## src/hw/sonet_tx_overhead_consts.svh

```systemverilog
// named constants for the transmit overhead inserter
`ifndef SONET_TX_OVERHEAD_CONSTS_SVH
`define SONET_TX_OVERHEAD_CONSTS_SVH

// ----------------------------------------------------------------------
// register addresses
// ----------------------------------------------------------------------
`define ADDR_PARITY_SENSE 8'h9c
`define ADDR_ALARM_CTRL 8'h9d
`define ADDR_LOS_MASK 8'h9e
`define ADDR_TRACE_FIRST 8'h9f
`define ADDR_TRACE_LAST 8'hae
`define ADDR_TRACE_CTRL 8'haf
`define ADDR_PROT_TWO 8'hb0
`define ADDR_PROT_ONE 8'hb1
`define ADDR_SYNC_STATUS 8'hb3
`define ADDR_PATH_CTRL 8'hb4
`define ADDR_STATUS 8'hb5
`define ADDR_PATH_ERR_GEN 8'hf7

// ----------------------------------------------------------------------
// field positions, masks, reset values
// ----------------------------------------------------------------------
`define REG_RESET 8'h00
`define BIT_SECTION_ODD 2
`define BIT_LINE_ODD 1
`define BIT_PATH_ODD 0
`define BIT_FORCE_AIS 7
`define BIT_LRDI_OFF 1
`define BIT_LREI_OFF 0
`define BIT_PREI_OFF 2
`define BIT_PATH_DEFECT_ENHANCED 1
`define BIT_PATH_DEFECT_AUTOMATIC 0
`define BIT_TRACE_EN 0
`define BIT_LOS_MASK 0
`define MASK_PARITY 8'h07
`define MASK_ALARM 8'h83
`define MASK_PATH_CTRL 8'h07
`define MASK_PATH_ERR 8'h70
`define MASK_BIT0 8'h01
`define MG1_LSB 4
`define MG1_MSB 6

// ----------------------------------------------------------------------
// frame positions (sts-1 grid, spe fixed at column 3)
// ----------------------------------------------------------------------
`define COL_LAST 7'h59
`define ROW_FRAME 4'h0
`define ROW_B1 4'h1
`define ROW_SOH_LAST 4'h2
`define ROW_G1 4'h3
`define ROW_K 4'h4
`define ROW_S1 4'h8
`define COL_A1 7'h00
`define COL_A2 7'h01
`define COL_J0 7'h02
`define COL_B1 7'h00
`define COL_B2 7'h00
`define COL_K1 7'h01
`define COL_K2 7'h02
`define COL_S1 7'h00
`define COL_M1 7'h01
`define COL_OH_LAST 7'h02
`define COL_POH 7'h03

// ----------------------------------------------------------------------
// byte values and codes
// ----------------------------------------------------------------------
`define BYTE_A1 8'hf6
`define BYTE_A2 8'h28
`define BYTE_ONES 8'hff
`define J0_IDLE 8'h01
`define TRACE_TOP 4'hf
`define K2_AIS 3'h7
`define K2_RDI 3'h6
`define G1_PLAIN_DEF 3'h4
`define G1_NONE 3'h0
`define G1_ENH_SERVER 3'h5
`define G1_ENH_UNEQ 3'h6
`define G1_ENH_PLM 3'h2
`define G1_ENH_CLEAR 3'h1
`define RDI_HOLD_FRAMES 5'h14

`endif

```

## src/hw/sonet_tx_overhead_pkg.sv

```systemverilog
// types shared by the transmit overhead inserter
package sonet_tx_overhead_pkg;

  typedef enum logic [1:0] {
    PRDI_MANUAL = 2'b00,
    PRDI_PLAIN = 2'b01,
    PRDI_ENHANCED = 2'b10
  } path_rdi_mode_t;

  typedef enum logic {
    LRDI_IDLE = 1'b0,
    LRDI_HOLD = 1'b1
  } line_rdi_state_t;

endpackage

```

## src/hw/sonet_tx_overhead_insert.sv

```systemverilog
// transmit overhead inserter: parity, line alarm, trace, k1/k2, s1, g1
//
// Added by the designer: the plain strobed port.
`include "sonet_tx_overhead_consts.svh"

module sonet_tx_overhead_insert import sonet_tx_overhead_pkg::*; #(
  parameter logic [6:0] LAST_COL = `COL_LAST,
  parameter logic [4:0] RDI_HOLD = `RDI_HOLD_FRAMES
) (
  input wire logic clk, // 40 MHz frame clock
  input wire logic arst_n, // async reset, active low
  input wire logic [7:0] reg_addr, // register address
  input wire logic [7:0] reg_wdata, // register write data
  input wire logic reg_wr, // write strobe
  input wire logic reg_rd, // read strobe
  output logic [7:0] reg_rdata, // read data, cycle after strobe
  input wire logic rx_signal_lost, // receive loss of signal
  input wire logic rx_frame_lost, // receive loss of frame
  input wire logic rx_line_alarm, // receive line ais
  input wire logic rx_path_alarm, // receive path ais
  input wire logic rx_pointer_lost, // receive loss of pointer
  input wire logic rx_path_unequipped, // receive unequipped
  input wire logic rx_label_mismatch, // receive label mismatch
  input wire logic [7:0] rx_line_error_count, // b2 errors for m1
  input wire logic [3:0] rx_path_error_count, // b3 errors, 0..8
  input wire logic in_valid, // upstream byte valid
  input wire logic [7:0] in_byte, // upstream byte
  input wire logic [3:0] in_row, // row of upstream byte
  input wire logic [6:0] in_col, // column of upstream byte
  output logic out_valid, // line byte valid
  output logic [7:0] out_byte, // line byte
  output logic [3:0] out_row, // row of line byte
  output logic [6:0] out_col // column of line byte
);

  // ----------------------------------------------------------------------
  // host registers
  // ----------------------------------------------------------------------
  logic [7:0] parity_r, alarm_r, k2_r, k1_r, s1_r, pathctl_r, perr_r;
  logic los_mask_r, trace_en_r;
  logic [7:0] rd_r;
  logic rd_sel_r;
  logic [7:0] trace_off;
  logic trace_hit;
  logic [7:0] ram_bus_q, ram_tx_q;
  logic [3:0] trace_idx_r;
  line_rdi_state_t rdi_state_r;
  logic [4:0] rdi_cnt_r;

  assign trace_off = reg_addr - `ADDR_TRACE_FIRST;
  assign trace_hit = reg_addr >= `ADDR_TRACE_FIRST && reg_addr <= `ADDR_TRACE_LAST;

  always_ff @(posedge clk or negedge arst_n) begin
    if (!arst_n) begin
      parity_r <= `REG_RESET;
      alarm_r <= `REG_RESET;
      k2_r <= `REG_RESET;
      k1_r <= `REG_RESET;
      s1_r <= `REG_RESET;
      pathctl_r <= `REG_RESET;
      perr_r <= `REG_RESET;
      los_mask_r <= 1'b0;
      trace_en_r <= 1'b0;
    end else if (reg_wr) begin
      case (reg_addr)
        `ADDR_PARITY_SENSE: parity_r <= reg_wdata & `MASK_PARITY;
        `ADDR_ALARM_CTRL: alarm_r <= reg_wdata & `MASK_ALARM;
        `ADDR_LOS_MASK: los_mask_r <= reg_wdata[`BIT_LOS_MASK];
        `ADDR_TRACE_CTRL: trace_en_r <= reg_wdata[`BIT_TRACE_EN];
        `ADDR_PROT_TWO: k2_r <= reg_wdata;
        `ADDR_PROT_ONE: k1_r <= reg_wdata;
        `ADDR_SYNC_STATUS: s1_r <= reg_wdata;
        `ADDR_PATH_CTRL: pathctl_r <= reg_wdata & `MASK_PATH_CTRL;
        `ADDR_PATH_ERR_GEN: perr_r <= reg_wdata & `MASK_PATH_ERR;
        default: begin
        end
      endcase
    end
  end

  // trace bytes read back through the memory's own output register
  always_ff @(posedge clk or negedge arst_n) begin
    if (!arst_n) begin
      rd_r <= `REG_RESET;
      rd_sel_r <= 1'b0;
    end else begin
      rd_sel_r <= reg_rd && trace_hit;
      rd_r <= `REG_RESET;
      if (reg_rd) begin
        case (reg_addr)
          `ADDR_PARITY_SENSE: rd_r <= parity_r;
          `ADDR_ALARM_CTRL: rd_r <= alarm_r;
          `ADDR_LOS_MASK: rd_r <= {7'h00, los_mask_r};
          `ADDR_TRACE_CTRL: rd_r <= {7'h00, trace_en_r};
          `ADDR_PROT_TWO: rd_r <= k2_r;
          `ADDR_PROT_ONE: rd_r <= k1_r;
          `ADDR_SYNC_STATUS: rd_r <= s1_r;
          `ADDR_PATH_CTRL: rd_r <= pathctl_r;
          `ADDR_STATUS: rd_r <= {3'h0, rdi_state_r == LRDI_HOLD, trace_idx_r};
          `ADDR_PATH_ERR_GEN: rd_r <= perr_r;
          default: rd_r <= `REG_RESET;
        endcase
      end
    end
  end

  assign reg_rdata = rd_sel_r ? ram_bus_q : rd_r;

  trace_ram #(.DEPTH(16), .AW(4), .W(8)) u_trace (
    .clk(clk),
    .arst_n(arst_n),
    .wr_en(reg_wr && trace_hit),
    .wr_addr(trace_off[3:0]),
    .wr_data(reg_wdata),
    .a_addr(trace_off[3:0]),
    .a_q(ram_bus_q),
    .b_addr(trace_idx_r),
    .b_q(ram_tx_q)
  );

  // ----------------------------------------------------------------------
  // frame boundary sampling
  // ----------------------------------------------------------------------
  logic frame_start, soh_zone;
  logic [7:0] sh_k1_r, sh_k2_r, sh_s1_r;
  logic [2:0] sh_pathctl_r, sh_g1man_r;
  logic sh_ais_r;

  assign frame_start = in_valid && in_row == `ROW_FRAME && in_col == `COL_A1;
  assign soh_zone = in_row <= `ROW_SOH_LAST && in_col <= `COL_OH_LAST;

  // a host write mid-frame cannot split one frame's k bytes or g1
  always_ff @(posedge clk or negedge arst_n) begin
    if (!arst_n) begin
      sh_k1_r <= `REG_RESET;
      sh_k2_r <= `REG_RESET;
      sh_s1_r <= `REG_RESET;
      sh_pathctl_r <= 3'h0;
      sh_g1man_r <= 3'h0;
      sh_ais_r <= 1'b0;
    end else if (frame_start) begin
      sh_k1_r <= k1_r;
      sh_k2_r <= k2_r;
      sh_s1_r <= s1_r;
      sh_pathctl_r <= pathctl_r[2:0];
      sh_g1man_r <= perr_r[`MG1_MSB:`MG1_LSB];
      sh_ais_r <= alarm_r[`BIT_FORCE_AIS];
    end
  end

  // ----------------------------------------------------------------------
  // section trace pointer
  // ----------------------------------------------------------------------
  always_ff @(posedge clk or negedge arst_n) begin
    if (!arst_n) begin
      trace_idx_r <= `TRACE_TOP;
    end else if (!trace_en_r) begin
      trace_idx_r <= `TRACE_TOP;
    end else if (in_valid && in_row == `ROW_FRAME && in_col == `COL_J0) begin
      trace_idx_r <= trace_idx_r - 4'h1;
    end
  end

  // ----------------------------------------------------------------------
  // automatic line rdi with minimum hold
  // ----------------------------------------------------------------------
  logic line_defect;

  assign line_defect = !alarm_r[`BIT_LRDI_OFF] &&
    ((rx_signal_lost && !los_mask_r) || rx_frame_lost || rx_line_alarm);

  always_ff @(posedge clk or negedge arst_n) begin
    if (!arst_n) begin
      rdi_state_r <= LRDI_IDLE;
      rdi_cnt_r <= 5'h00;
    end else if (alarm_r[`BIT_LRDI_OFF]) begin
      rdi_state_r <= LRDI_IDLE;
      rdi_cnt_r <= 5'h00;
    end else if (frame_start) begin
      case (rdi_state_r)
        LRDI_IDLE: begin
          if (line_defect) begin
            rdi_state_r <= LRDI_HOLD;
            rdi_cnt_r <= RDI_HOLD;
          end
        end
        LRDI_HOLD: begin
          if (line_defect) begin
            rdi_cnt_r <= RDI_HOLD;
          end else if (rdi_cnt_r == 5'h01) begin
            rdi_state_r <= LRDI_IDLE;
            rdi_cnt_r <= 5'h00;
          end else begin
            rdi_cnt_r <= rdi_cnt_r - 5'h01;
          end
        end
        default: begin
          rdi_state_r <= LRDI_IDLE;
          rdi_cnt_r <= 5'h00;
        end
      endcase
    end
  end

  // ----------------------------------------------------------------------
  // parity accumulators: 0 section, 1 line, 2 path
  // ----------------------------------------------------------------------
  logic [7:0] out_nxt;
  logic [2:0] bip_take;
  logic [7:0] acc_r [3];
  logic [7:0] bip_r [3];

  assign bip_take = {in_col >= `COL_POH, !soh_zone, 1'b1};

  genvar g;
  generate
    for (g = 0; g < 3; g++) begin : bip
      always_ff @(posedge clk or negedge arst_n) begin
        if (!arst_n) begin
          acc_r[g] <= `REG_RESET;
          bip_r[g] <= `REG_RESET;
        end else if (frame_start) begin
          bip_r[g] <= acc_r[g];
          acc_r[g] <= bip_take[g] ? out_nxt : `REG_RESET;
        end else if (in_valid && bip_take[g]) begin
          acc_r[g] <= acc_r[g] ^ out_nxt;
        end
      end
    end
  endgenerate

  // ----------------------------------------------------------------------
  // byte selection
  // ----------------------------------------------------------------------
  path_rdi_mode_t prdi_mode;
  logic [2:0] g1_rdi, k2_low;
  logic [3:0] g1_rei;
  logic path_server;

  assign path_server = rx_path_alarm || rx_pointer_lost;

  always_comb begin
    prdi_mode = PRDI_MANUAL;
    if (sh_pathctl_r[`BIT_PATH_DEFECT_AUTOMATIC]) begin
      prdi_mode = sh_pathctl_r[`BIT_PATH_DEFECT_ENHANCED] ? PRDI_ENHANCED : PRDI_PLAIN;
    end
    case (prdi_mode)
      PRDI_MANUAL: g1_rdi = sh_g1man_r;
      PRDI_PLAIN: g1_rdi = path_server ? `G1_PLAIN_DEF : `G1_NONE;
      PRDI_ENHANCED: begin
        if (path_server) begin
          g1_rdi = `G1_ENH_SERVER;
        end else if (rx_path_unequipped) begin
          g1_rdi = `G1_ENH_UNEQ;
        end else if (rx_label_mismatch) begin
          g1_rdi = `G1_ENH_PLM;
        end else begin
          g1_rdi = `G1_ENH_CLEAR;
        end
      end
      default: g1_rdi = `G1_NONE;
    endcase
  end

  assign g1_rei = sh_pathctl_r[`BIT_PREI_OFF] ? 4'h0 : rx_path_error_count;

  assign k2_low = sh_ais_r ? `K2_AIS :
    (rdi_state_r == LRDI_HOLD) ? `K2_RDI : sh_k2_r[2:0];

  always_comb begin
    out_nxt = in_byte;
    if (sh_ais_r && !soh_zone) begin
      out_nxt = `BYTE_ONES;
    end else if (in_row == `ROW_FRAME && in_col == `COL_A1) begin
      out_nxt = `BYTE_A1;
    end else if (in_row == `ROW_FRAME && in_col == `COL_A2) begin
      out_nxt = `BYTE_A2;
    end else if (in_row == `ROW_FRAME && in_col == `COL_J0) begin
      out_nxt = trace_en_r ? ram_tx_q : `J0_IDLE;
    end else if (in_row == `ROW_B1 && in_col == `COL_B1) begin
      out_nxt = bip_r[0] ^ {8{parity_r[`BIT_SECTION_ODD]}};
    end else if (in_row == `ROW_K && in_col == `COL_B2) begin
      out_nxt = bip_r[1] ^ {8{parity_r[`BIT_LINE_ODD]}};
    end else if (in_row == `ROW_K && in_col == `COL_K1) begin
      out_nxt = sh_k1_r;
    end else if (in_row == `ROW_K && in_col == `COL_K2) begin
      out_nxt = {sh_k2_r[7:3], k2_low};
    end else if (in_row == `ROW_S1 && in_col == `COL_S1) begin
      out_nxt = sh_s1_r;
    end else if (in_row == `ROW_S1 && in_col == `COL_M1) begin
      out_nxt = alarm_r[`BIT_LREI_OFF] ? `REG_RESET : rx_line_error_count;
    end else if (in_row == `ROW_B1 && in_col == `COL_POH) begin
      out_nxt = bip_r[2] ^ {8{parity_r[`BIT_PATH_ODD]}};
    end else if (in_row == `ROW_G1 && in_col == `COL_POH) begin
      out_nxt = {g1_rdi, 1'b0, g1_rei};
    end
  end

  always_ff @(posedge clk or negedge arst_n) begin
    if (!arst_n) begin
      out_valid <= 1'b0;
      out_byte <= `REG_RESET;
      out_row <= 4'h0;
      out_col <= 7'h00;
    end else begin
      out_valid <= in_valid;
      out_byte <= in_valid ? out_nxt : `REG_RESET;
      out_row <= in_row;
      out_col <= in_col;
    end
  end

  logic at_k2, at_g1, at_m1;
  assign at_k2 = out_valid && out_row == `ROW_K && out_col == `COL_K2;
  assign at_g1 = out_valid && out_row == `ROW_G1 && out_col == `COL_POH;
  assign at_m1 = out_valid && out_row == `ROW_S1 && out_col == `COL_M1;
endmodule

```

## src/hw/trace_ram.sv

```systemverilog
// small trace memory: one write port, two registered read ports
module trace_ram #(
  parameter int DEPTH = 16,
  parameter int AW = 4,
  parameter int W = 8
) (
  input wire logic clk, // clock
  input wire logic arst_n, // async reset, active low
  input wire logic wr_en, // write strobe
  input wire logic [AW-1:0] wr_addr, // write entry
  input wire logic [W-1:0] wr_data, // write data
  input wire logic [AW-1:0] a_addr, // read port a entry
  output logic [W-1:0] a_q, // port a data, registered
  input wire logic [AW-1:0] b_addr, // read port b entry
  output logic [W-1:0] b_q // port b data, registered
);

  logic [W-1:0] mem [DEPTH];

  // entries reset to zero, so the array is flops rather than a macro
  genvar g;
  generate
    for (g = 0; g < DEPTH; g++) begin : entry
      always_ff @(posedge clk or negedge arst_n) begin
        if (!arst_n) begin
          mem[g] <= '0;
        end else if (wr_en && wr_addr == AW'(g)) begin
          mem[g] <= wr_data;
        end
      end
    end
  endgenerate

  always_ff @(posedge clk or negedge arst_n) begin
    if (!arst_n) begin
      a_q <= '0;
      b_q <= '0;
    end else begin
      a_q <= mem[a_addr];
      b_q <= mem[b_addr];
    end
  end

endmodule

```

## config.mk

```make
export PLATFORM = sky130hd
export DESIGN_NAME = sonet_tx_overhead_insert
export DESIGN_NICKNAME = d
export VERILOG_FILES = /design/src/hw/sonet_tx_overhead_pkg.sv /design/src/hw/sonet_tx_overhead_insert.sv /design/src/hw/trace_ram.sv
export VERILOG_INCLUDE_DIRS = /design/src /design/src/hw
export SDC_FILE = /design/constraint.sdc
export NUM_CORES = 1
export LEC_CHECK = 0
export BUFFER_PORTS_ARGS = -buffer_cell sky130_fd_sc_hd__buf_2
export CAP_MARGIN = 0
export CORE_MARGIN = 8
export CORE_UTILIZATION = 35
export CTS_CLUSTER_SIZE = 20
export DETAILED_ROUTE_END_ITERATION = 7
export PLACE_DENSITY_LB_ADDON = 0.3
export SKIP_CTS_REPAIR_TIMING = 1
export SYNTH_ARGS = -nofsm -noshare
export SYNTH_HDL_FRONTEND = slang
export SYNTH_SLANG_ARGS = --single-unit
```

## constraint.sdc

```tcl
create_clock -name clk -period 3.6 [get_ports clk]
set_input_delay 0.54 -clock clk [delete_from_list [all_inputs] [get_ports clk]]
set_output_delay 0.54 -clock clk [all_outputs]
set_load 0.05 [all_outputs]
```

# Word level (Yosys, flattened, before mapping)
# Index checks and enable logic that the tools add are counted.
op_classes:
  addsub: 3
  magnitude_cmp: 7
  n_eq_ne: 37
  n_mux: 56
  bitwise_logic: 9
  n_reduce_logical: 63
op_table:
  columns: ["operator", "count"]
  rows:
  - ["$mux 8", 29]
  - ["$eq 8x8->1 const B", 10]
  - ["$pmux 8 s10", 1]
  - ["$bmux 8 s4", 2]
  - ["$xor 8x8->8", 6]
  - ["$logic_and 1x1->1", 39]
  - ["$eq 4x4->1 const B", 9]
  - ["$mux 5", 5]
  - ["$eq 4x3->1 const B", 5]
  - ["$reduce_and 2->1", 10]
  - ["$mux 3", 5]
  - ["$eq 7x2->1 const B", 2]
  - ["$eq 4x2->1 const B", 3]
  - ["$mux 4", 3]
  - ["$ge 5x5->1 const B", 2]
  - ["$not 4->5", 2]
  - ["$pmux 5 s2", 1]
  - ["$pmux 3 s3", 1]
  - ["$eq 4x1->1 const B", 2]
  - ["$ge 8x8->1 const B", 1]
  - ["$le 8x8->1 const B", 1]
  - ["$logic_not 4->1", 2]
  - ["$reduce_bool 2->1", 4]
  - ["$eq 7x1->1 const B", 1]
  - ["other kinds (19)", 29]
word_totals:
  ff_bits: 300

# Depth between registers and ports, before layout
# Gate-level depths: netlist of the first run.
depth:
  ltp_word: 19
  ltp_mapped: 10
  ltp_nobuf: 8

# Hierarchy
# Synthesis of the first run repeated with hierarchy kept, for this count alone.
hier_totals:
  cells_unflattened: 1291
  area_unflattened_um2: 15285.9
modules_own_cells:
  columns: ["mod", "instances", "cells_each", "area_per_inst_um2", "seq_area_each_um2"]
  rows:
  - ["sonet_tx_overhead_insert", 1, 841, 8125.3, 3908.7]
  - ["trace_ram", 1, 450, 7160.6, 3603.5]

# Worst setup path after synthesis of the first run
# No wires, ideal clock.
synth_path:
  path_type: "input port to flip-flop"
  from: "input reg_addr[0]"
  to: "register u_trace.a_q[0]"
  t_arrival_ps: 2859
  slack_ps: 603
  stages: 7
  n_path_buf: 3
  cell_sequence: "buf_2 > buf_1 > inv_1 > ha_1 > clkbuf_1 > mux4_2 > mux4_2"
synth_via:
  elab_chain_len: 5
synth_lines:
  columns: ["element", "line_no", "source"]
  rows:
  - ["start, declared", "sonet_tx_overhead_insert.sv:12", "input wire logic [7:0] reg_addr,"]
  - ["$sub 4x4->4 (no source line)", null, null]
  - ["$not 4->5 (implied by the code)", "trace_ram.sv:39", "a_q <= mem[a_addr];"]
  - ["$bmux 8 s4", "trace_ram.sv:39", null]
  - ["$mux 8 (implied by the code) (2 in series)", "trace_ram.sv:39", null]
  - ["end signal, assigned", "trace_ram.sv:39", null]
  - ["end, declared", "trace_ram.sv:13", "output logic [W-1:0] a_q,"]
# No other way between the ends. The select of a mux whose other input is x is not followed.
# A chain may end at the register's enable or synchronous reset.

# Worst setup path after layout of the first run
layout_path:
  from: "input in_col[0]"
  to: "register acc_r[19] in the netlist's numbering"
layout_via:
  elab_chain_len: 17
  elab_cells_between_ends: 36
  cone_classes: "order compare: 1; eq/ne: 3; mux: 14; bitwise: 1; reduce/logical: 17"
layout_lines:
  columns: ["element", "line_no", "source"]
  rows:
  - ["start, declared", "sonet_tx_overhead_insert.sv:29", "input wire logic [6:0] in_col,"]
  - ["$eq 7x2->1 (no source line)", null, null]
  - ["$logic_and 1x1->1 (no source line)", null, null]
  - ["$mux 8", "sonet_tx_overhead_insert.sv:294", "end else if (in_row == `ROW_G1 && in_col == `COL_POH) begin"]
  - ["$mux 8", "sonet_tx_overhead_insert.sv:292", "end else if (in_row == `ROW_B1 && in_col == `COL_POH) begin"]
  - ["$mux 8", "sonet_tx_overhead_insert.sv:290", "end else if (in_row == `ROW_S1 && in_col == `COL_M1) begin"]
  - ["$mux 8", "sonet_tx_overhead_insert.sv:288", "end else if (in_row == `ROW_S1 && in_col == `COL_S1) begin"]
  - ["$mux 8", "sonet_tx_overhead_insert.sv:286", "end else if (in_row == `ROW_K && in_col == `COL_K2) begin"]
  - ["$mux 8", "sonet_tx_overhead_insert.sv:284", "end else if (in_row == `ROW_K && in_col == `COL_K1) begin"]
  - ["$mux 8", "sonet_tx_overhead_insert.sv:282", "end else if (in_row == `ROW_K && in_col == `COL_B2) begin"]
  - ["$mux 8", "sonet_tx_overhead_insert.sv:280", "end else if (in_row == `ROW_B1 && in_col == `COL_B1) begin"]
  - ["$mux 8", "sonet_tx_overhead_insert.sv:278", "end else if (in_row == `ROW_FRAME && in_col == `COL_J0) begin"]
  - ["$mux 8", "sonet_tx_overhead_insert.sv:276", "end else if (in_row == `ROW_FRAME && in_col == `COL_A2) begin"]
  - ["$mux 8", "sonet_tx_overhead_insert.sv:274", "end else if (in_row == `ROW_FRAME && in_col == `COL_A1) begin"]
  - ["$mux 8", "sonet_tx_overhead_insert.sv:272", "if (sh_ais_r && !soh_zone) begin"]
  - ["$xor 8x8->8", "sonet_tx_overhead_insert.sv:226", "acc_r[g] <= acc_r[g] ^ out_nxt;"]
  - ["$mux 8", "sonet_tx_overhead_insert.sv:225", "end else if (in_valid && bip_take[g]) begin"]
  - ["$mux 8", "sonet_tx_overhead_insert.sv:222", "end else if (frame_start) begin"]
  - ["end signal, assigned by index", "sonet_tx_overhead_insert.sv:220", "acc_r[g] <= `REG_RESET;"]
  - ["end signal, assigned by index", "sonet_tx_overhead_insert.sv:224", "acc_r[g] <= bip_take[g] ? out_nxt : `REG_RESET;"]
  - ["end signal, assigned by index", "sonet_tx_overhead_insert.sv:226", null]
  - ["end, declared", "sonet_tx_overhead_insert.sv:210", "logic [7:0] acc_r [3];"]
# Parallel ways exist; a longest one is shown, timed or not. The select of a mux whose other input is x is not followed.

==> reports/qor.csv, run 1 <==
metric,value,unit
cp-start-kind,input pin,
crit_buf_inv,1,
synthAdderAreaFrac,0.652,%
fill_cells,4184,
cpPeakStageDelay,0.55,ns
grt_usage,17.4,%
diodes,0,
nets,1428,
synth-seq-area-share,48.9,%
wl_per_cell,22.4,um
crit_path_end_kind,flip-flop,
finalHoldViolations,6,
synthMuxAreaShare,25.0,%
cts-root-buf,clkbuf_16,
io_buffers,86,
clk_path_buf_depth,3,
synth_compound_area_share,7.77,%
slew_headroom,36.6,%
timing_worst_setup_path_type,in -> reg,
antenna_left,0,
insertion_delay,0.55,ns
drt-initial-drc-count,990,
p_per_area,493,nW/um2
synth_common_cells,"296 x dfrtp_1, 222 x nand2_1, 174 x mux2_2, 80 x mux4_2, 58 x clkbuf_1",
dp_hpwl,31700,um
power_frac_comb,12.0,%
path_delay_family,compound AO/OA/AOI/OAI gates,
place_area,16500,um2
syn-cell-area,15400,um2
drc,0,
p_leak,8.08,nW
ys_ff_latch,300,
cts_inserted_buffers,35,
power,0.00873,W
wirelength,44200,um
grt_max_degree,84,
async_reset_ff_share,100,%
clock_skew,0.0168,ns
vias_per_cell,5.46,
yosys.area_share.simple,12.3,%
pwr-share-seq,45.3,%
violations,hold timing,
worstHoldPathType,in -> async,
avgSynthCellArea,11.9,um2
synth_most_common_cell,dfrtp_1,
status,"complete, but fails checks",
clock_sinks,300,
ir_drop,0.357,mV
synth_xor_area_share,2.57,%
synth_enable_flop_cells,0,
core-area,43200,um2
cp.arrival,3.18,ns
path_clk_slew,0.06,ns
fmax,364,MHz
critPathMaxFanout,32,
dieArea,50900,um2
tritoncts,yes,
crit_chain,"buf_2, nor2_1, nand4_1, o21ai_0, a2111oi_2, o31ai_2, o21ai_1, a22o_1",
hold_slack,-0.0184,ns
grt_pass1_wl,68500,um
synth_top_area_share,48.2,%
num_rows,76,
ys.flop_type,dfrtp_1,
synth_area_leader_cell,dfrtp_1,
syn_inst,1295,
routabilityCongestion,0.866,
cts.htree.levels,2,
yosys_warnings,0,
maxSlewViolCount,0,
areaGrowthSynthToFinish,15.1,%
drive_gt1_share,34.1,%
grt-ovfl-total,0,
worst_pin_slew,0.943,ns
cp_slowest_cell,o21ai_0,
synth_top_family_by_area,multiplexers,
finish.utilization,41.0,%
num_io_pins,87,
fin_crit_sh,76.2,%
die_y,226,um
first_pass_iters,5,
drv_cap,0,
rsz0062_at_grt,false,
power.share.clock,42.7,%
fin_setup_tns,0,ns
dieWidth,226,um
initial_utilization,35.6,%
yosys.cell_types.count,74,
yosys-top-cells-area,"dfrtp_1 48%, mux2_2 13%, mux4_2 12%, nand2_1 5.4%, xnor2_1 1.6%",
p_int,0.00648,W
grt_pass1_vias,11000,
synth_fp_nets,1362,
finalSetupViolations,0,
switching_share,25.8,%
vias,10800,
fin_crit,2.74,ns
fin_area,17700,um2
required,4.03,ns
net-switching-power,0.00225,W
antenna_found_initial,1,
-- power groups by stage --
stage          combinational [W]  sequential (W)  clock [W]
6_report                 0.00105         0.00395    0.00373
5_1_grt                  0.00113         0.00399    0.00395
4_1_cts                  0.00106         0.00395    0.00382
3_5_place_dp             0.00105         0.00401          0
3_3_place_gp             0.00103         0.00400          0
2_1_floorplan           0.000719         0.00395          0
-- stage by stage --
| stage | instances | worst slack (ns) |
|---|---|---|
| after floorplan | 1295 | 0.603 |
| after detailed placement | 1909 | 0.300 |
| after CTS | 1972 | 0.878 |
| final | 1972 | 0.856 |
| after global routing | 1972 | 0.700 |
| after global placement | 1909 | 0.287 |
-- kinds of logic after synthesis --
family | count (synthesis)
xor+xnor | 45
compound gates | 173
fa+ha+maj | 8
flops | 300
mux | 261
buf+inv | 105
simple gates | 403
-- flip-flops by register name (all words and copies together) (netlist names), 4 cells and up --
name         count
acc_r           24
bip_r           24
k1_r             8
k2_r             8
out_byte         8
out_col          7
out_row          4
rd_r             8
rdi_cnt_r        5
s1_r             8
sh_k1_r          8
sh_k2_r          8
sh_s1_r          8
trace_idx_r      4
u_trace.a_q      8
u_trace.b_q      8
u_trace.mem    128
-- worst paths after layout --
kind | endpoint | slack, ns | cells past startpoint | start
setup / recovery | acc_r[19]$_DFFE_PN0P_ | 0.86 | 8 | in_col[0]
hold / removal | rdi_cnt_r[4]$_DFFE_PN0P_ | -0.02 | 1 | arst_n
setup reg to reg | acc_r[11]$_DFFE_PN0P_ | 0.98 | 7 | parity_r[0]$_DFFE_PN0P_
hold reg to reg | bip_r[12]$_DFFE_PN0P_ | 0.46 | 2 | acc_r[12]$_DFFE_PN0P_
max in group asynchronous | trace_idx_r[0]$_DFFE_PN1P_ | 2.69 | 2 | arst_n
min in group clk | out_col[2]$_DFF_PN0_ | 0.12 | 1 | in_col[2]
-- placed cells by master (no fill, tap or decap), drive strengths merged, types with 5 or more instances in the layout --
cell    count
dfrtp     296
nand2     222
mux2      177
buf       118
mux4       80
nor2       60
clkbuf     50
a21oi      38
o21ai      38
xnor2      28
nand3      26
inv        19
xor2       17
a22oi      15
nand4      15
nor3       13
and2       12
nor2b      11
nand2b      9
a211oi      9
o22ai       8
ha          8
a22o        7
a31oi       7
clkinv      7
o211ai      6
nor4        6
a21boi      6
nand3b      5
nor4b       5
-- routing by layer --
| layer | global-route usage [%] | vias up | part of all wire [%] |
|---|---|---|---|
| met5 | 0 | - | 0 |
| met4 | 5.24 | 0 | 2.5 |
| met3 | 3.36 | 69 | 5.8 |
| met2 | 28.0 | 319 | 47 |
| met1 | 23.5 | 5549 | 45 |
| li1 | - | 4826 | - |
-- area by class of cell --
| class | instances | area [um2] | share of cell area, % |
|---|---|---|---|
| clock buffers | 50 | 1030 | 5.84 |
| clock inverters | 13 | 189 | 1.07 |
| inverters | 16 | 60.1 | 0.340 |
| multi-input cells | 890 | 7430 | 42.0 |
| flip-flops and latches | 300 | 7510 | 42.5 |
| well taps | 585 | 732 | 4.14 |
| repair buffers | 118 | 731 | 4.13 |
Power figures use the tool's default switching activity.
==> inputs of run 2 (changes only) <==
==> constraint.sdc (replaced) <==
create_clock -name clk -period 2.3 [get_ports clk]
set_input_delay 0.345 -clock clk [delete_from_list [all_inputs] [get_ports clk]]
set_output_delay 0.345 -clock clk [all_outputs]
set_load 0.05 [all_outputs]
==> reports/qor.csv, run 2 (synthesized netlist as in run 1, its figures left out) <==
metric,value,unit,change
status,"finished, final reports clean",,
mostFrequentLayoutCell,dfrtp_1,,
drv_cap,0,,unchanged
drc,0,,unchanged
cp-start-kind,input pin,,
drive_gt1_share,40.3,%,+6.2 points
num_io_pins,87,,unchanged
p_per_area,714,nW/um2,+45%
cpPeakStageDelay,0.69,ns,+0.14 ns
maxSlewViolCount,0,,unchanged
tritoncts,yes,,
areaGrowthSynthToFinish,25.2,%,
multiInputGateArea,7480,um2,+0.64%
hold_slack,0.0488,ns,+0.0671 ns
dr.max_layer_used,met4,,
dp_hpwl,34000,um,+7.5%
vias,11400,,+5.9%
finalHoldViolations,0,,-6
dieWidth,226,um,unchanged
core-area,43200,um2,unchanged
met1_length,20400,um,+3.6%
clk_path_buf_depth,3,,unchanged
die_y,226,um,unchanged
antenna_left,0,,unchanged
num_rows,76,,unchanged
fin_cells,2127,,+7.9%
setup_slack,0.0598,ns,-0.796 ns
routabilityCongestion,0.944,,+9.1%
nets,1584,,+11%
crit_path_end_kind,flip-flop,,
worst_pin_slew,0.632,ns,-0.311 ns
route.met2.wl,21500,um,+3.0%
slew_headroom,57.8,%,+21 points
layout_common_cells,"295 x dfrtp_1, 221 x nand2_1, 174 x mux2_2",,
power,0.0137,W,+57%
top_register,u_trace.mem,,
fmax,446,MHz,
critPathMaxFanout,5,,-84%
cpMostUsedCell,buf_4,,
required,2.72,ns,-1.31 ns
initial_utilization,35.6,%,unchanged
startpoint,in_row[0],,
ir_drop,0.481,mV,+35%
grt-ovfl-total,0,,unchanged
worstHoldStart,reg_rd,,
finalSetupViolations,0,,unchanged
r2r-start,alarm_r[0]$_DFFE_PN0P_,,
cp.arrival,2.66,ns,-0.52 ns
vias_per_cell,5.36,,-1.8%
fin_crit,2.24,ns,
clock_skew,0.0167,ns,-0.0000749 ns
largest_reg_flops,128,,unchanged
antenna_found_initial,0,,-1
place_inst,2056,,+7.7%
io_buffers,86,,unchanged
grt_max_degree,72,,-14%
grt_pass1_vias,11900,,+7.9%
cp_slowest_cell,or4b_1,,
grt_usage,18.3,%,+0.89 points
dp_slack,-0.580,ns,-0.880 ns
wirelength,46000,um,+4.1%
fin_crit_sh,97.4,%,
cts-root-buf,clkbuf_16,,
drt-initial-drc-count,887,,-10%
first_pass_iters,7,,+2
grt_pass1_wl,71900,um,+4.9%
seq_area,7510,um2,about the same
cts_inserted_buffers,37,,+5.7%
clock_sinks,300,,unchanged
wl_met3,2720,um,+6.0%
crit_chain,"buf_2, or4b_1, nor4_4, buf_4, o21ai_0, o2111ai_1, a31oi_1, buf_4, a21boi_0, o22ai_1",,
path_clk_slew,0.06,ns,about the same
crit_buf_inv,3,,+2
dieArea,50900,um2,unchanged
p_leak,8.92,nW,+10%
path_delay_family,simple AND/OR/NAND/NOR gates,,
fill_cells,4058,,-3.0%
cts.htree.levels,2,,unchanged
top_regs,"u_trace.mem: 128 flops, acc_r: 24 flops, bip_r: 24 flops",,
rsz0062_at_grt,false,,
worstHoldPathType,in -> reg,,
wl_per_cell,21.6,um,-3.5%
timing_worst_setup_path_type,in -> reg,,
diodes,0,,unchanged
insertion_delay,0.55,ns,about the same
run 2: changes by cell type in the layout (fill, tap and decap cells not counted), sizes merged:
cell         delta
clkinv          -1
bufinv          -1
buf           +147
inv             -2
clkinvlp        +2
dlygate4sd3     +7
clkbuf          +3
run 2: layout make-up:
type / count / share of cell area (%)
Sequential cell: 300 / 39.1
Multi-Input combinational cell: 890 / 38.9
Timing Repair Buffer: 272 / 11.7
Clock buffer: 53 / 5.61
Tap cell: 585 / 3.81
Clock inverter: 11 / 0.612
Inverter: 16 / 0.312
run 2: worst reg2reg max path: stages (launching register included):
cell	delay (ns)
dfrtp_1	0.51
nand2b_1	0.24
a211oi_2	0.26
o21ai_1	0.10
a22o_1	0.20
a22o_1	0.31
a21boi_4	0.21
mux2_4	0.31
run 2: worst paths after layout:
check | endpoint | slack, ns | cells past startpoint
worst min-delay path | rd_sel_r$_DFF_PN0_ | 0.05 | 2
max in group asynchronous | u_trace.mem[86]$_DFFE_PN0P_ | 1.19 | 3
worst max register to register | acc_r[20]$_DFFE_PN0P_ | 0.06 | 7
worst min register to register | bip_r[8]$_DFFE_PN0P_ | 0.47 | 2
min in group asynchronous | rdi_cnt_r[4]$_DFFE_PN0P_ | 0.37 | 2
worst max-delay path | acc_r[16]$_DFFE_PN0P_ | 0.06 | 10
run 2: metal layers:
metal / vias to the layer above / global-route usage (%)
met4: 0 / 6.31
met1: 5813 / 24.4
met2: 364 / 29.2
li1: 5140 / -
met3: 83 / 3.88
met5: - / 0
run 2: report_power, final:
part	internal (W)	switching (W)	leakage [nW]
clock network	0.00348	0.00225	0.584
logic	0.000952	0.000862	4.35
registers	0.00581	0.000366	3.99
run 2: per-stage QoR:
stage / util [%] / instance area (um2) / TNS [ns]
3_5_place_dp: 41.6 / 17900 / -22.54
3_3_place_gp: 41.6 / 17900 / -19.63
5_1_grt: 44.6 / 19200 / 0
4_1_cts: 44.3 / 19100 / -0.0244
6_report: 44.6 / 19200 / 0
2_1_floorplan: - / 15400 / -6.13
==> inputs of run 3 (changes only) <==
--- a/config.mk
+++ b/config.mk
@@ -9,7 +9,7 @@
 export BUFFER_PORTS_ARGS = -buffer_cell sky130_fd_sc_hd__buf_2
 export CAP_MARGIN = 0
 export CORE_MARGIN = 8
-export CORE_UTILIZATION = 35
+export CORE_UTILIZATION = 55
 export CTS_CLUSTER_SIZE = 20
 export DETAILED_ROUTE_END_ITERATION = 7
 export PLACE_DENSITY_LB_ADDON = 0.3
==> reports/qor.csv, run 3 (synthesized netlist as in run 1, its figures left out) <==
metric,value,unit,change
status,"finished, final reports clean",,
place_inst,1877,,-8.7%
io_buffers,86,,unchanged
cp.arrival,1.84,ns,-0.82 ns
antenna_left,0,,unchanged
insertion_delay,0.52,ns,-0.03 ns
cpPeakStageDelay,0.69,ns,about the same
diodes,0,,unchanged
mostFrequentLayoutCell,dfrtp_1,,
vias,11900,,+4.4%
drv_cap,0,,unchanged
worstHoldPathType,in -> reg,,
crit_path_end_kind,primary output,,
core-area,27600,um2,-36%
maxSlewViolCount,0,,unchanged
cts-root-buf,clkbuf_16,,
finalHoldViolations,0,,unchanged
dp_hpwl,33300,um,-2.2%
vias_per_cell,6.13,,+14%
fill_cells,2006,,-51%
worst_pin_slew,0.586,ns,-0.0461 ns
fin_cells,1943,,-8.7%
fin_crit,2.19,ns,-0.0511 ns
multiInputGateArea,7480,um2,about the same
power,0.0139,W,+0.92%
ir_drop,0.754,mV,+57%
startpoint,rd_sel_r$_DFF_PN0_,,
dieArea,33500,um2,-34%
grt_pass1_wl,71400,um,-0.75%
nets,1609,,+1.6%
path_delay_family,flip-flops,,
dieWidth,183,um,-19%
finalSetupViolations,0,,unchanged
worstHoldStart,in_row[0],,
first_pass_iters,5,,-2
setup_slack,0.111,ns,+0.0511 ns
drt-initial-drc-count,1016,,+15%
routabilityCongestion,0.951,,+0.73%
drc,0,,unchanged
r2r-start,parity_r[0]$_DFFE_PN0P_,,
dp_slack,-0.361,ns,+0.219 ns
clock_sinks,300,,unchanged
fmax,457,MHz,+2.3%
cp_slowest_cell,dfrtp_1,,
path_clk_slew,0.07,ns,about the same
clock_skew,0.0243,ns,+0.00756 ns
critPathMaxFanout,8,,+3
p_leak,9.05,nW,+1.4%
top_regs,"u_trace.mem: 128 flops, acc_r: 24 flops, bip_r: 24 flops",,
crit_buf_inv,1,,-2
required,1.96,ns,-0.76 ns
slew_headroom,60.9,%,+3.1 points
grt-ovfl-total,0,,unchanged
fin_crit_sh,95.2,%,-2.2 points
grt_pass1_vias,12200,,+3.2%
rsz0062_at_grt,false,,
areaGrowthSynthToFinish,24.0,%,
top_register,u_trace.mem,,
seq_area,7510,um2,about the same
num_io_pins,87,,unchanged
grt_usage,27.5,%,+9.2 points
die_y,183,um,-19%
cp-start-kind,flip-flop,,
wirelength,45600,um,-1.0%
cts.htree.levels,2,,unchanged
num_rows,61,,-20%
tritoncts,yes,,
grt_max_degree,71,,-1.4%
layout_common_cells,"296 x dfrtp_1, 221 x nand2_1, 187 x buf_4",,
crit_chain,"mux2_2, buf_2",,
antenna_found_initial,1,,+1
wl_per_cell,23.5,um,+8.4%
drive_gt1_share,41.5,%,+1.1 points
clk_path_buf_depth,3,,unchanged
largest_reg_flops,128,,unchanged
initial_utilization,55.6,%,+20 points
timing_worst_setup_path_type,reg -> out,,
p_per_area,727,nW/um2,+1.9%
cts_inserted_buffers,34,,-8.1%
-- run 3: cell count changes in the layout (fill, tap and decap cells not counted), sizes merged --
cell      previous run  this run
bufinv               2         5
clkbuf              53        47
buf                265       293
clkinvlp             2         1
inv                 17        16
-- run 3: stage by stage --
stage	setup TNS (ns)	instance area, um2	utilization (%)	hold slack, ns
after global routing	0	19100	69.0	-0.0000178
after floorplan	-6.13	15400	-	0.0494
after detailed placement	-21.17	17700	64.2	0.357
final	0	19100	69.0	0.00541
after CTS	0	19000	68.6	-0.182
after global placement	-18.53	17700	64.2	0.358
-- run 3: final timing paths --
kind | slack (ns) | endpoint | cells after the start
worst max-delay path | 0.11 | reg_rdata[6] | 2
worst min-delay path | 0.005 | out_row[0]$_DFF_PN0_ | 1
worst max register to register | 0.11 | acc_r[20]$_DFFE_PN0P_ | 8
worst min register to register | 0.47 | bip_r[0]$_DFFE_PN0P_ | 2
max in group asynchronous | 1.15 | trace_idx_r[2]$_DFFE_PN1P_ | 3
min in group asynchronous | 0.40 | out_col[2]$_DFF_PN0_ | 2
-- run 3: worst reg2reg max path, delay by kind of cell, from the launching register on --
family / cells / cell delay [ns]
multiplexers: 2 / 0.40
buffers and inverters: 1 / 0.23
flip-flops: 1 / 0.44
XOR/XNOR: 1 / 0.17
AO/OA/AOI/OAI: 3 / 0.72
AND/OR/NAND/NOR: 1 / 0.13
-- run 3: power by group --
part | internal (W) | total [W] | switching [W]
Clock | 0.00365 | 0.00582 | 0.00217
Combinational | 0.000963 | 0.00183 | 0.000863
Sequential | 0.00581 | 0.00621 | 0.000398
Total | 0.0104 | 0.0139 | 0.00343
-- run 3: metal layers --
layer	global-route usage (%)	vias to the layer above	part of all wire (%)
li1	-	5207	-
met1	35.6	5989	40
met4	12.1	2	4.6
met3	4.19	125	6.6
met5	0	-	0.026
met2	45.7	578	49
-- run 3: cell type report --
type                    count  share of cell area (%)
clock buffers              47                    5.32
repair buffers            300                    12.1
flip-flops and latches    300                    39.4
well taps                 378                    2.48
multi-input cells         890                    39.2
clock inverters            12                    1.06
inverters                  16                   0.315
